==> src/rtl/acn_pkg.sv <==
package acn_pkg;
    // Configuration register numbers
    localparam logic [7:0] REG_IDENT = 8'h00;
    localparam logic [7:0] REG_NODE_CFG = 8'h04;
    localparam logic [7:0] REG_NODE_NUM = 8'h05;
    localparam logic [7:0] REG_RMC = 8'h50;

    // Identification fields
    localparam int IDENT_CHIP_LSB = 24;
    localparam int IDENT_STRAP_BIT = 16;
    localparam int IDENT_REV_LSB = 8;
    localparam int IDENT_VER_LSB = 0;
    localparam int IDENT_FIELD_W = 8;

    // Header format and lock fields
    localparam int NCFG_LOCK_BIT = 31;
    localparam int NCFG_HDR_BIT = 0;

    // Node number field
    localparam int NODE_NUM_W = 16;
    localparam logic [NODE_NUM_W-1:0] NODE_NUM_RST = 16'h0000;

    // Reset and pin mode control fields
    localparam int RMC_SYS_BIT = 0;
    localparam int RMC_TILE_BIT = 1;
    localparam int RMC_USB_EN_BIT = 2;
    localparam int RMC_USB_ACC_BIT = 3;
    localparam int RMC_MODE_LSB = 16;
    localparam int MODE_W = 2;
    localparam int RMC_TRI_BIT = 24;
    localparam logic [MODE_W-1:0] MODE_PINS_RST = 2'h0;
    localparam logic TRISTATE_RST = 1'b1;

    // Reset durations in oscillator cycles
    localparam int SYS_RST_CYCLES_DEF = 524288;
    localparam int TILE_RST_CYCLES_DEF = 16;

    // Identity defaults, values arbitrary
    localparam logic [7:0] CHIP_ID_DEF = 8'hA5;
    localparam logic [7:0] ANA_REV_DEF = 8'h11;
    localparam logic [7:0] ANA_VER_DEF = 8'h03;
endpackage : acn_pkg

==> src/rtl/acn_rst_stretch.sv <==
`timescale 1ns/1ns
module acn_rst_stretch #(
    parameter int CYCLES = 16
) (
    // Clock and reset
    input wire logic clk,
    input wire logic resetn,
    // Trigger and stretched output
    input wire logic trig,
    output logic active_ff
);
    localparam int CW = $clog2(CYCLES + 1);
    localparam logic [CW-1:0] LOAD = CW'(CYCLES - 1);
    localparam logic [CW-1:0] ZERO = '0;
    localparam logic [CW-1:0] ONE = CW'(1);

    logic [CW-1:0] cnt_ff;

    // Holds for CYCLES edges after the trigger is released
    always_ff @(posedge clk or negedge resetn) begin
        if (!resetn) begin
            cnt_ff <= ZERO;
            active_ff <= 1'b0;
        end else if (trig) begin
            cnt_ff <= LOAD;
            active_ff <= 1'b1;
        end else if (active_ff) begin
            if (cnt_ff == ZERO) begin
                active_ff <= 1'b0;
            end else begin
                cnt_ff <= cnt_ff - ONE;
            end
        end
    end
endmodule : acn_rst_stretch

==> src/rtl/acn_node_cfg.sv <==
`timescale 1ns/1ns
// Summary of operation
// - Registers reached only through configuration packets
// - Identification read-only: chip, revision, version
// - Identification bit 16 shows oscillator strap
// - Lock bit blocks node configuration writes only
// - Bit 0 selects one- or three-byte headers
// - Sixteen-bit node number, resets to zero
// - Pin, brown-out or watchdog cause system reset
// - Sleep or clock change cause tile reset
// - System reset reaches outside; tile reset tiles only
// - System reset lasts fixed oscillator cycle count after its cause ends
// - Writing bit 1 starts self-clearing tile reset
// - Writing bit 0 starts self-clearing system reset
// - Reset-starting writes never send a response
// - Bit 2 enables USB; clear resets it
// - Bit 3 gates USB register access, resets off
// - Bits 17:16 drive mode pins; 24 tristates
module acn_node_cfg
    import acn_pkg::*;
#(
    parameter int SYS_RST_CYCLES = SYS_RST_CYCLES_DEF,
    parameter int TILE_RST_CYCLES = TILE_RST_CYCLES_DEF,
    parameter logic [7:0] CHIP_ID = CHIP_ID_DEF,
    parameter logic [7:0] ANA_REV = ANA_REV_DEF,
    parameter logic [7:0] ANA_VER = ANA_VER_DEF
) (
    // Clock and reset
    input wire logic clk,
    input wire logic resetn,
    // Configuration request from the switch
    input wire logic cfg_req_valid,
    input wire logic cfg_req_write,
    input wire logic cfg_req_want_resp,
    input wire logic [7:0] cfg_req_num,
    input wire logic [31:0] cfg_req_wdata,
    // Configuration response to the switch
    output logic cfg_rsp_valid_ff,
    output logic cfg_rsp_ack_ff,
    output logic [31:0] cfg_rsp_rdata_ff,
    // Reset sources and boot oscillator strap
    input wire logic ext_rst_pin_n,
    input wire logic brownout,
    input wire logic watchdog_expired,
    input wire logic sleep_seq,
    input wire logic clk_src_change,
    input wire logic boot_oscillator_strap,
    // Reset outputs
    output logic sys_reset_out_ff,
    output logic tile_reset_out_ff,
    // Node settings
    output logic hdr_one_byte_ff,
    output logic link_cfg_lock_ff,
    output logic [NODE_NUM_W-1:0] node_num_ff,
    // USB block control
    output logic usb_enable_ff,
    output logic usb_block_reset_ff,
    output logic usb_access_en_ff,
    // Processor mode pins
    output logic [MODE_W-1:0] mode_pin_out_ff,
    output logic [MODE_W-1:0] mode_pin_oe_ff
);
    localparam int NSYNC = 3;

    // Pin inputs: reset pin, brown-out, strap
    logic [NSYNC-1:0] sync1_ff;
    logic [NSYNC-1:0] sync2_ff;
    logic rst_pin_low;
    logic brownout_s;
    logic strap_s;
    logic strap_cap_ff;
    logic sw_sys_ff;
    logic sw_tile_ff;
    logic sys_act;
    logic tile_act;
    logic sys_trig;
    logic tile_trig;
    logic wr_hit;
    logic rd_hit;
    logic mapped;
    logic [31:0] rd_data;
    logic [MODE_W-1:0] mode_val_ff;
    logic tristate_ff;

    always_ff @(posedge clk or negedge resetn) begin
        if (!resetn) begin
            sync1_ff <= '0;
            sync2_ff <= '0;
        end else begin
            sync1_ff <= {boot_oscillator_strap, brownout, ~ext_rst_pin_n};
            sync2_ff <= sync1_ff;
        end
    end

    assign rst_pin_low = sync2_ff[0];
    assign brownout_s = sync2_ff[1];
    assign strap_s = sync2_ff[2];

    // Requests are dropped while the bank is held in system reset
    assign wr_hit = cfg_req_valid && cfg_req_write && !sys_act;
    assign rd_hit = cfg_req_valid && !cfg_req_write && !sys_act;

    assign mapped = (cfg_req_num == REG_IDENT) || (cfg_req_num == REG_NODE_CFG) ||
                    (cfg_req_num == REG_NODE_NUM) || (cfg_req_num == REG_RMC);

    // Reset generation
    assign sys_trig = rst_pin_low || brownout_s || watchdog_expired || sw_sys_ff;
    assign tile_trig = sleep_seq || clk_src_change || sw_tile_ff;

    acn_rst_stretch #(
        .CYCLES(SYS_RST_CYCLES)
    ) u_sys_stretch (
        .clk(clk),
        .resetn(resetn),
        .trig(sys_trig),
        .active_ff(sys_act)
    );

    acn_rst_stretch #(
        .CYCLES(TILE_RST_CYCLES)
    ) u_tile_stretch (
        .clk(clk),
        .resetn(resetn),
        .trig(tile_trig),
        .active_ff(tile_act)
    );

    always_ff @(posedge clk or negedge resetn) begin
        if (!resetn) begin
            sys_reset_out_ff <= 1'b1;
            tile_reset_out_ff <= 1'b1;
        end else begin
            sys_reset_out_ff <= sys_act;
            tile_reset_out_ff <= tile_act || sys_act;
        end
    end

    // Self-clearing reset requests, one-cycle pulses
    always_ff @(posedge clk or negedge resetn) begin
        if (!resetn) begin
            sw_sys_ff <= 1'b0;
            sw_tile_ff <= 1'b0;
        end else begin
            sw_sys_ff <= wr_hit && (cfg_req_num == REG_RMC) && cfg_req_wdata[RMC_SYS_BIT];
            sw_tile_ff <= wr_hit && (cfg_req_num == REG_RMC) &&
                          cfg_req_wdata[RMC_TILE_BIT];
        end
    end

    // Strap follows the pin only while system reset runs, then holds
    always_ff @(posedge clk or negedge resetn) begin
        if (!resetn) begin
            strap_cap_ff <= 1'b0;
        end else if (sys_act) begin
            strap_cap_ff <= strap_s;
        end
    end

    // Header format and lock
    always_ff @(posedge clk or negedge resetn) begin
        if (!resetn) begin
            hdr_one_byte_ff <= 1'b0;
            link_cfg_lock_ff <= 1'b0;
        end else if (sys_act) begin
            hdr_one_byte_ff <= 1'b0;
            link_cfg_lock_ff <= 1'b0;
        end else if (wr_hit && cfg_req_num == REG_NODE_CFG && !link_cfg_lock_ff) begin
            hdr_one_byte_ff <= cfg_req_wdata[NCFG_HDR_BIT];
            link_cfg_lock_ff <= cfg_req_wdata[NCFG_LOCK_BIT];
        end
    end

    // Node number
    always_ff @(posedge clk or negedge resetn) begin
        if (!resetn) begin
            node_num_ff <= NODE_NUM_RST;
        end else if (sys_act) begin
            node_num_ff <= NODE_NUM_RST;
        end else if (wr_hit && cfg_req_num == REG_NODE_NUM) begin
            node_num_ff <= cfg_req_wdata[NODE_NUM_W-1:0];
        end
    end

    // USB enables and mode pins
    always_ff @(posedge clk or negedge resetn) begin
        if (!resetn) begin
            usb_enable_ff <= 1'b0;
            usb_access_en_ff <= 1'b0;
            mode_val_ff <= MODE_PINS_RST;
            tristate_ff <= TRISTATE_RST;
        end else if (sys_act) begin
            usb_enable_ff <= 1'b0;
            usb_access_en_ff <= 1'b0;
            mode_val_ff <= MODE_PINS_RST;
            tristate_ff <= TRISTATE_RST;
        end else if (wr_hit && cfg_req_num == REG_RMC) begin
            usb_enable_ff <= cfg_req_wdata[RMC_USB_EN_BIT];
            usb_access_en_ff <= cfg_req_wdata[RMC_USB_ACC_BIT];
            mode_val_ff <= cfg_req_wdata[RMC_MODE_LSB +: MODE_W];
            tristate_ff <= cfg_req_wdata[RMC_TRI_BIT];
        end
    end

    // Pin outputs lag their register copies by one cycle
    always_ff @(posedge clk or negedge resetn) begin
        if (!resetn) begin
            usb_block_reset_ff <= 1'b1;
            mode_pin_out_ff <= MODE_PINS_RST;
            mode_pin_oe_ff <= {MODE_W{~TRISTATE_RST}};
        end else begin
            usb_block_reset_ff <= !usb_enable_ff;
            mode_pin_out_ff <= mode_val_ff;
            mode_pin_oe_ff <= {MODE_W{~tristate_ff}};
        end
    end

    // Read data; reserved and self-clearing bits read zero
    always_comb begin
        rd_data = '0;
        if (cfg_req_num == REG_IDENT) begin
            rd_data[IDENT_CHIP_LSB +: IDENT_FIELD_W] = CHIP_ID;
            rd_data[IDENT_STRAP_BIT] = strap_cap_ff;
            rd_data[IDENT_REV_LSB +: IDENT_FIELD_W] = ANA_REV;
            rd_data[IDENT_VER_LSB +: IDENT_FIELD_W] = ANA_VER;
        end else if (cfg_req_num == REG_NODE_CFG) begin
            rd_data[NCFG_LOCK_BIT] = link_cfg_lock_ff;
            rd_data[NCFG_HDR_BIT] = hdr_one_byte_ff;
        end else if (cfg_req_num == REG_NODE_NUM) begin
            rd_data[NODE_NUM_W-1:0] = node_num_ff;
        end else if (cfg_req_num == REG_RMC) begin
            rd_data[RMC_USB_EN_BIT] = usb_enable_ff;
            rd_data[RMC_USB_ACC_BIT] = usb_access_en_ff;
            rd_data[RMC_MODE_LSB +: MODE_W] = mode_val_ff;
            rd_data[RMC_TRI_BIT] = tristate_ff;
        end
    end

    // Response: reads always answer, writes only when asked
    always_ff @(posedge clk or negedge resetn) begin
        if (!resetn) begin
            cfg_rsp_valid_ff <= 1'b0;
            cfg_rsp_ack_ff <= 1'b0;
            cfg_rsp_rdata_ff <= '0;
        end else begin
            cfg_rsp_valid_ff <= 1'b0;
            cfg_rsp_ack_ff <= 1'b0;
            cfg_rsp_rdata_ff <= '0;
            if (rd_hit) begin
                cfg_rsp_valid_ff <= 1'b1;
                cfg_rsp_ack_ff <= mapped;
                cfg_rsp_rdata_ff <= rd_data;
            end else if (wr_hit && cfg_req_want_resp) begin
                if (cfg_req_num == REG_RMC &&
                    (cfg_req_wdata[RMC_SYS_BIT] || cfg_req_wdata[RMC_TILE_BIT])) begin
                    cfg_rsp_valid_ff <= 1'b0;
                end else begin
                    cfg_rsp_valid_ff <= 1'b1;
                    // Identification and locked writes are refused
                    cfg_rsp_ack_ff <= mapped && (cfg_req_num != REG_IDENT) &&
                        !(cfg_req_num == REG_NODE_CFG && link_cfg_lock_ff);
                end
            end
        end
    end

    property p_ident_read;
        @(posedge clk) disable iff (!resetn)
        rd_hit && cfg_req_num == REG_IDENT |=> cfg_rsp_valid_ff && cfg_rsp_ack_ff &&
            cfg_rsp_rdata_ff[31:24] == CHIP_ID && cfg_rsp_rdata_ff[23:17] == 7'h00 &&
            cfg_rsp_rdata_ff[15:8] == ANA_REV && cfg_rsp_rdata_ff[7:0] == ANA_VER;
    endproperty
    a_ident_read: assert property (p_ident_read) else $error("ident read wrong");

    property p_strap_hold;
        @(posedge clk) disable iff (!resetn)
        !sys_act && $past(!sys_act) |-> $stable(strap_cap_ff);
    endproperty
    a_strap_hold: assert property (p_strap_hold) else $error("strap moved");

    property p_lock_blocks;
        @(posedge clk) disable iff (!resetn)
        link_cfg_lock_ff && !sys_act && wr_hit && cfg_req_num == REG_NODE_CFG
            |=> $stable(hdr_one_byte_ff) && link_cfg_lock_ff;
    endproperty
    a_lock_blocks: assert property (p_lock_blocks) else $error("lock broken");

    property p_lock_sticky;
        @(posedge clk) disable iff (!resetn)
        link_cfg_lock_ff && !sys_act |=> link_cfg_lock_ff;
    endproperty
    a_lock_sticky: assert property (p_lock_sticky) else $error("lock dropped");

    property p_hdr_write;
        @(posedge clk) disable iff (!resetn)
        wr_hit && cfg_req_num == REG_NODE_CFG && !link_cfg_lock_ff
            |=> hdr_one_byte_ff == $past(cfg_req_wdata[NCFG_HDR_BIT]);
    endproperty
    a_hdr_write: assert property (p_hdr_write) else $error("header bit not written");

    property p_no_rsp_reset_wr;
        @(posedge clk) disable iff (!resetn)
        wr_hit && cfg_req_num == REG_RMC &&
            (cfg_req_wdata[RMC_SYS_BIT] || cfg_req_wdata[RMC_TILE_BIT]) |=> !cfg_rsp_valid_ff;
    endproperty
    a_no_rsp_reset_wr: assert property (p_no_rsp_reset_wr) else $error("reset write answered");

    property p_sw_sys_reset;
        @(posedge clk) disable iff (!resetn)
        wr_hit && cfg_req_num == REG_RMC && cfg_req_wdata[RMC_SYS_BIT]
            |-> ##[2:3] sys_reset_out_ff ##1 sys_reset_out_ff && tile_reset_out_ff;
    endproperty
    a_sw_sys_reset: assert property (p_sw_sys_reset) else $error("no system reset");

    property p_pin_reset;
        @(posedge clk) disable iff (!resetn)
        !ext_rst_pin_n [*3] |-> ##[1:3] sys_reset_out_ff;
    endproperty
    a_pin_reset: assert property (p_pin_reset) else $error("pin reset missed");

    property p_sw_tile_reset;
        @(posedge clk) disable iff (!resetn)
        wr_hit && cfg_req_num == REG_RMC && cfg_req_wdata[RMC_TILE_BIT]
            |-> ##[2:3] tile_reset_out_ff;
    endproperty
    a_sw_tile_reset: assert property (p_sw_tile_reset) else $error("no tile reset");

    property p_usb_disable;
        @(posedge clk) disable iff (!resetn)
        wr_hit && cfg_req_num == REG_RMC && !cfg_req_wdata[RMC_USB_EN_BIT]
            |-> ##2 usb_block_reset_ff;
    endproperty
    a_usb_disable: assert property (p_usb_disable) else $error("usb not reset");

    property p_reserved_zero;
        @(posedge clk) disable iff (!resetn)
        rd_hit && cfg_req_num == REG_NODE_NUM |=> cfg_rsp_rdata_ff[31:16] == 16'h0000;
    endproperty
    a_reserved_zero: assert property (p_reserved_zero) else $error("reserved not zero");

    property p_unmapped_nack;
        @(posedge clk) disable iff (!resetn)
        rd_hit && !mapped |=> cfg_rsp_valid_ff && !cfg_rsp_ack_ff;
    endproperty
    a_unmapped_nack: assert property (p_unmapped_nack) else $error("unmapped acked");

    property p_mode_pins;
        @(posedge clk) disable iff (!resetn)
        wr_hit && cfg_req_num == REG_RMC |-> ##2
            mode_pin_out_ff == $past(cfg_req_wdata[RMC_MODE_LSB +: MODE_W], 2) &&
            mode_pin_oe_ff == {MODE_W{!$past(cfg_req_wdata[RMC_TRI_BIT], 2)}};
    endproperty
    a_mode_pins: assert property (p_mode_pins) else $error("mode pins wrong");

    c_lock_set: cover property (@(posedge clk) disable iff (!resetn)
        $rose(link_cfg_lock_ff));
    c_sys_done: cover property (@(posedge clk) disable iff (!resetn)
        $fell(sys_reset_out_ff));
    c_tile_only: cover property (@(posedge clk) disable iff (!resetn)
        tile_reset_out_ff && !sys_reset_out_ff);
    c_usb_on: cover property (@(posedge clk) disable iff (!resetn)
        $rose(usb_enable_ff));
endmodule : acn_node_cfg

==> config.mk <==
export PLATFORM = sky130hd
export DESIGN_NAME = acn_node_cfg
export DESIGN_NICKNAME = d
export VERILOG_FILES = /design/src/rtl/acn_pkg.sv /design/src/rtl/acn_rst_stretch.sv /design/src/rtl/acn_node_cfg.sv
export SDC_FILE = /design/constraint.sdc
export NUM_CORES = 1
export LEC_CHECK = 0
export BUFFER_PORTS_ARGS = -buffer_cell sky130_fd_sc_hd__buf_2
export CAP_MARGIN = 5
export CELL_PAD_IN_SITES_DETAIL_PLACEMENT = 1
export CELL_PAD_IN_SITES_GLOBAL_PLACEMENT = 1
export CORE_MARGIN = 5
export CORE_UTILIZATION = 40
export CTS_BUF_LIST = sky130_fd_sc_hd__clkbuf_8
export DETAILED_ROUTE_END_ITERATION = 8
export HOLD_SLACK_MARGIN = 0.03
export PLACE_DENSITY_LB_ADDON = 0.25
export SYNTH_ARGS = -nofsm -noshare
export SYNTH_HDL_FRONTEND = slang
export SYNTH_SLANG_ARGS = --single-unit
==> constraint.sdc <==
create_clock -name clk -period 3.5 [get_ports clk]
set_clock_uncertainty 0.05 [all_clocks]
set_input_delay 0.7 -clock clk [delete_from_list [all_inputs] [get_ports clk]]
set_output_delay 0.7 -clock clk [all_outputs]
set_load 0.05 [all_outputs]
; ---- After elaboration in Yosys (flattened, before gate mapping)
; Cells that the tools add are included.
[word_totals]
inputBits = 51
wordCells = 124
output_inout_bits = 61
reg_bits = 99
[op_classes]
eq_ne = 5
n_addsub = 2
mux = 50
bitwise = 2
reduce_logical = 41
[op_table]
columns = cell, count
row1 = 20-bit 2-to-1 mux, 3
row2 = 17-bit 2-to-1 mux, 2
row3 = 16-bit 2-to-1 mux, 2
row4 = 32-bit 2-to-1 mux, 1
row5 = 1-bit 2-to-1 mux, 30
row6 = 20-bit logical NOT, 1
row7 = 5-bit 2-to-1 mux, 4
row8 = "20-bit by 1-bit subtractor with 20-bit output, second input constant", 1
row9 = "8-bit by 3-bit == test with 1-bit output, second input constant", 2
row10 = 1-bit logical AND, 15
row11 = 2-bit 2-to-1 mux, 7
row12 = 12-bit 2-to-1 mux, 1
row13 = 1-bit logical OR, 10
row14 = 2-bit nonzero test, 5
row15 = "8-bit by 7-bit == test with 1-bit output, second input constant", 1
row16 = 8-bit logical NOT, 1
row17 = 8-bit nonzero test, 1
row18 = 1-bit logical NOT, 5
row19 = 5-bit logical NOT, 1
row20 = "5-bit by 1-bit subtractor with 5-bit output, second input constant", 1
row21 = "2-bit != test, second input constant", 2
row22 = 2-bit AND reduction, 2
row23 = 1-bit NOT, 2

; ---- Logic depth before layout (Yosys ltp)
[depth]
depth_word = 9
mapped_depth = 8
mapped_depth_nobuf = 7

; ---- By module
; From an unflattened synthesis, not the netlist that was laid out.
[hier_totals]
cells_unflattened = 366
area_unflattened_um2 = 3958.8
[modules_own_cells]
columns = mod, instances, cells_each, seq_area_each_um2, area_per_inst_um2
row1 = acn_node_cfg, 1, 214, 1531.5, 2474.9
row2 = acn_rst_stretch (u_sys_stretch), 1, 125, 525.5, 1196.1
row3 = acn_rst_stretch (u_tile_stretch), 1, 27, 150.1, 287.8

; ---- Worst setup path after synthesis
; OpenSTA, ideal clock, no wires.
[synth_timing]
path_type = input to register
from = input cfg_req_num[5]
to = register node_num_ff[15]
t_arrival_ns = 2.076
stages = 8
required_time_ns = 3.383
setup_slack_ns = 1.307
setup_ns = 0.067
path_buffers = 3
cell_sequence = nor4_1 -> and4_1 -> buf_2 -> and3_1 -> clkbuf_1 -> buf_2 -> nand2_1 -> nand2_1
[synth_via]
elab_chain_len = 3
[synth_lines]
columns = element, line
row1 = from (decl), acn_node_cfg.sv:35  ; input wire logic [7:0] cfg_req_num,
row2 = 8-bit by 3-bit == test with 1-bit output, acn_node_cfg.sv:179  ; end else if (wr_hit && cfg_req_num == REG_NODE_NUM) begin
row3 = 1-bit logical AND, acn_node_cfg.sv:179
row4 = 2-bit nonzero test (no source line), n/a
row5 = to (signal assigned), acn_node_cfg.sv:180  ; node_num_ff <= cfg_req_wdata[NODE_NUM_W-1:0];
row6 = to (decl), acn_node_cfg.sv:54  ; output logic [NODE_NUM_W-1:0] node_num_ff,
; No other way between the ends.
; A chain may end at the register's enable or synchronous reset.

; ---- Worst setup path in the final report
[layout_timing]
from = input cfg_req_num[4]
to = register node_num_ff[9]
; Same word-level chain as after synthesis.

==> results.sh <==
export IMPL_die_y_um=108
export IMPL_path_max_fanout=16
export IMPL_grt_pass1_vias=3171
export IMPL_fin_nets=517
export IMPL_vias_per_cell=5.01
export IMPL_yosysWarnings=0
export IMPL_maxCapViolations=0
export IMPL_synth_ff_type="dfrtp_1"
export IMPL_ios=112
export IMPL_synth_area_sq_um=3820
export IMPL_outcome="complete, no violations"
export IMPL_path_class="in2reg"
export IMPL_startpoint_type="input pin"
export IMPL_fmax_mhz=398
export IMPL_routedWlPerCell_um=16.2
export IMPL_hpwl_um=7070
export IMPL_mostFrequentLayoutCells="88 x buf_2, 84 x dfrtp_1, 66 x nand2_1"
export IMPL_vias=2981
export IMPL_dr_wl_met3_um=571
export IMPL_drive_above_1_share=0.270
export IMPL_die_w_um=108
export IMPL_htreeDepth=3
export IMPL_grt_usage=0.172
export IMPL_cts_tree="yes"
export IMPL_finish_utilization=0.495
export IMPL_post_route_period_util=0.718
export IMPL_peakVddDrop_mv=0.173
export IMPL_hold_path_class="reg2reg"
export IMPL_antenna_cells=0
export IMPL_yosysSeqAreaShare=0.577
export IMPL_setup_viol=0
export IMPL_crit_path_end_kind="register"
export IMPL_slew_headroom=0.487
export IMPL_portBuffers=89
export IMPL_drt_total_wl_um=9630
export IMPL_slew_violations=0
export IMPL_setup_tns_ns=0
export IMPL_core_sq_um=9280
export IMPL_netlist_top_cell_by_area="dfrtp_1"
export IMPL_grt_max_degree=53
export IMPL_synth_cell_types=45
export IMPL_insertion_delay_ns=0.34
export IMPL_leakage_nw=2.16
export IMPL_highest_signal_layer="met4"
export IMPL_power_w=0.00189
export IMPL_synth_seq_cells=88
export IMPL_hold_violations=0
export IMPL_ant_nets=0
export IMPL_synth_top_area_share=0.550
export IMPL_synthArstFlopShare=1.00
export IMPL_post_cts_buffers=0
export IMPL_row_count=35
export IMPL_pre_cts_ws_ns=0.652
export IMPL_drt_initial_drc_count=68
export IMPL_gp_congestion=0.773
export IMPL_area_growth_pct=20.2
export IMPL_power_density_nw_per_um2=411
export IMPL_first_pass_iters=5
export IMPL_wl_met1_um=4240
export IMPL_tightest_slew_ns=0.762
export IMPL_dr_wl_met2_um=4740
export IMPL_hold_buffers=0
export IMPL_overflow=0
export IMPL_clock_path_buffers=2
export IMPL_postSynthAreaPerCell_sq_um=10.3
export IMPL_root_buffer="clkbuf_8"
export IMPL_antenna_found_initial=0
export IMPL_grt_setup_unrepaired="no"
export IMPL_clk_pin_slew_ns=0.09
export IMPL_finalCriticalPeriod_ns=2.51
export IMPL_synth_edf_count=0
export IMPL_cts_sinks=88
export IMPL_ctsResizeCount=0
export IMPL_critPathRequiredTime_ns=3.68
export IMPL_drc=0
export IMPL_final_common_cell="buf_2"
export IMPL_syn_inst=371
export IMPL_numCtsBuffers=9
export IMPL_ys_top_cells_by_area="dfrtp_1 55%, nand2_1 6.5%, nor2_1 2.8%"
export IMPL_crit_arrival_ns=2.69
export IMPL_grt_pass1_wl_um=15800
export IMPL_initial_utilization=0.412
export IMPL_setup_ws_ns=0.988
export IMPL_die_area_sq_um=11600
[cells in the mapped netlist, types with 4 or more instances]
| cell | instances |
|---|---|
| xor2_1 | 8 |
| clkbuf_1 | 10 |
| xnor2_1 | 9 |
| a21oi_1 | 12 |
| a31oi_1 | 5 |
| nand3_1 | 12 |
| o21ai_0 | 6 |
| dfrtp_1 | 84 |
| nand2_1 | 66 |
| nand3b_1 | 10 |
| mux2i_1 | 4 |
| ha_1 | 4 |
| and2_1 | 16 |
| dfstp_2 | 4 |
| buf_4 | 12 |
| and3_1 | 4 |
| inv_1 | 12 |
| nand4_1 | 4 |
| nand2b_1 | 4 |
| nor4_1 | 8 |
| nor3_1 | 8 |
| nor2_1 | 29 |
[metrics by stage]
stage / instance area, sq um / std cells / hold WS, ns
global placement: 4370 / 579 / 0.282
floorplan: 3860 / 380 / 0.281
finish: 4590 / 595 / 0.317
global route: 4590 / 595 / 0.329
detailed placement: 4370 / 579 / 0.289
CTS: 4590 / 594 / 0.318
[logic make-up after synthesis]
group / count (synthesis) / share of synthesized area
compound gates: 39 / 0.0661
xor+xnor: 17 / 0.0390
fa+ha+maj: 4 / 0.0131
buf+inv: 36 / 0.0478
flops: 88 / 0.577
mux: 5 / 0.0134
other cells: 1 / 0.000981
simple gates: 181 / 0.242
[final cells by class]
cell class	count	area, sq um
clock buffer	9	124
inverter	12	45.0
tap	129	161
multi-input combinational	256	1470
sequential	88	2210
fill	1075	4690
clock inverter	6	93.8
timing repair buffer	95	490
[path summary, 6_finish.rpt]
path                                    startpoint                  endpoint  slack [ns]  cells past startpoint
min in group asynchronous                   resetn   u_sys_stretch.cnt_ff[7]        0.33                      1
max in group asynchronous                   resetn        usb_block_reset_ff        2.29                      2
max reg2reg                u_sys_stretch.cnt_ff[4]  u_sys_stretch.cnt_ff[16]        1.13                      5
max                                 cfg_req_num[4]            node_num_ff[9]        0.99                      6
min                                    sync1_ff[0]               sync2_ff[0]        0.32                      0
min reg2reg                            sync1_ff[0]               sync2_ff[0]        0.32                      0
[state kept, by name, indices dropped and copies added, names as in the netlist, 2 cells and up]
name,cells
sync1_ff,3
sync2_ff,3
node_num_ff,16
mode_pin_out_ff,2
cfg_rsp_rdata_ff,21
u_sys_stretch.cnt_ff,20
u_tile_stretch.cnt_ff,5
mode_val_ff,2
[layer usage]
layer,track usage,up-vias
met5,0,-
met4,0.0388,0
met3,0.0540,6
met2,0.287,68
met1,0.218,1495
li1,-,1412
[report_power, final]
part / internal, W / switching [W] / total (W)
logic: 0.0000238 / 0.0000656 / 0.0000894
registers: 0.00102 / 0.00000304 / 0.00102
clock network: 0.000403 / 0.000370 / 0.000773
[worst max-delay path, stage by stage]
cell and delay [ns]:
buf_2 0.11, nor4_1 0.42, and4_1 0.49, nand3_1 0.58, nand3b_1 0.29, nand2_1 0.08
No activity file was read; power rests on OpenSTA's default activity.
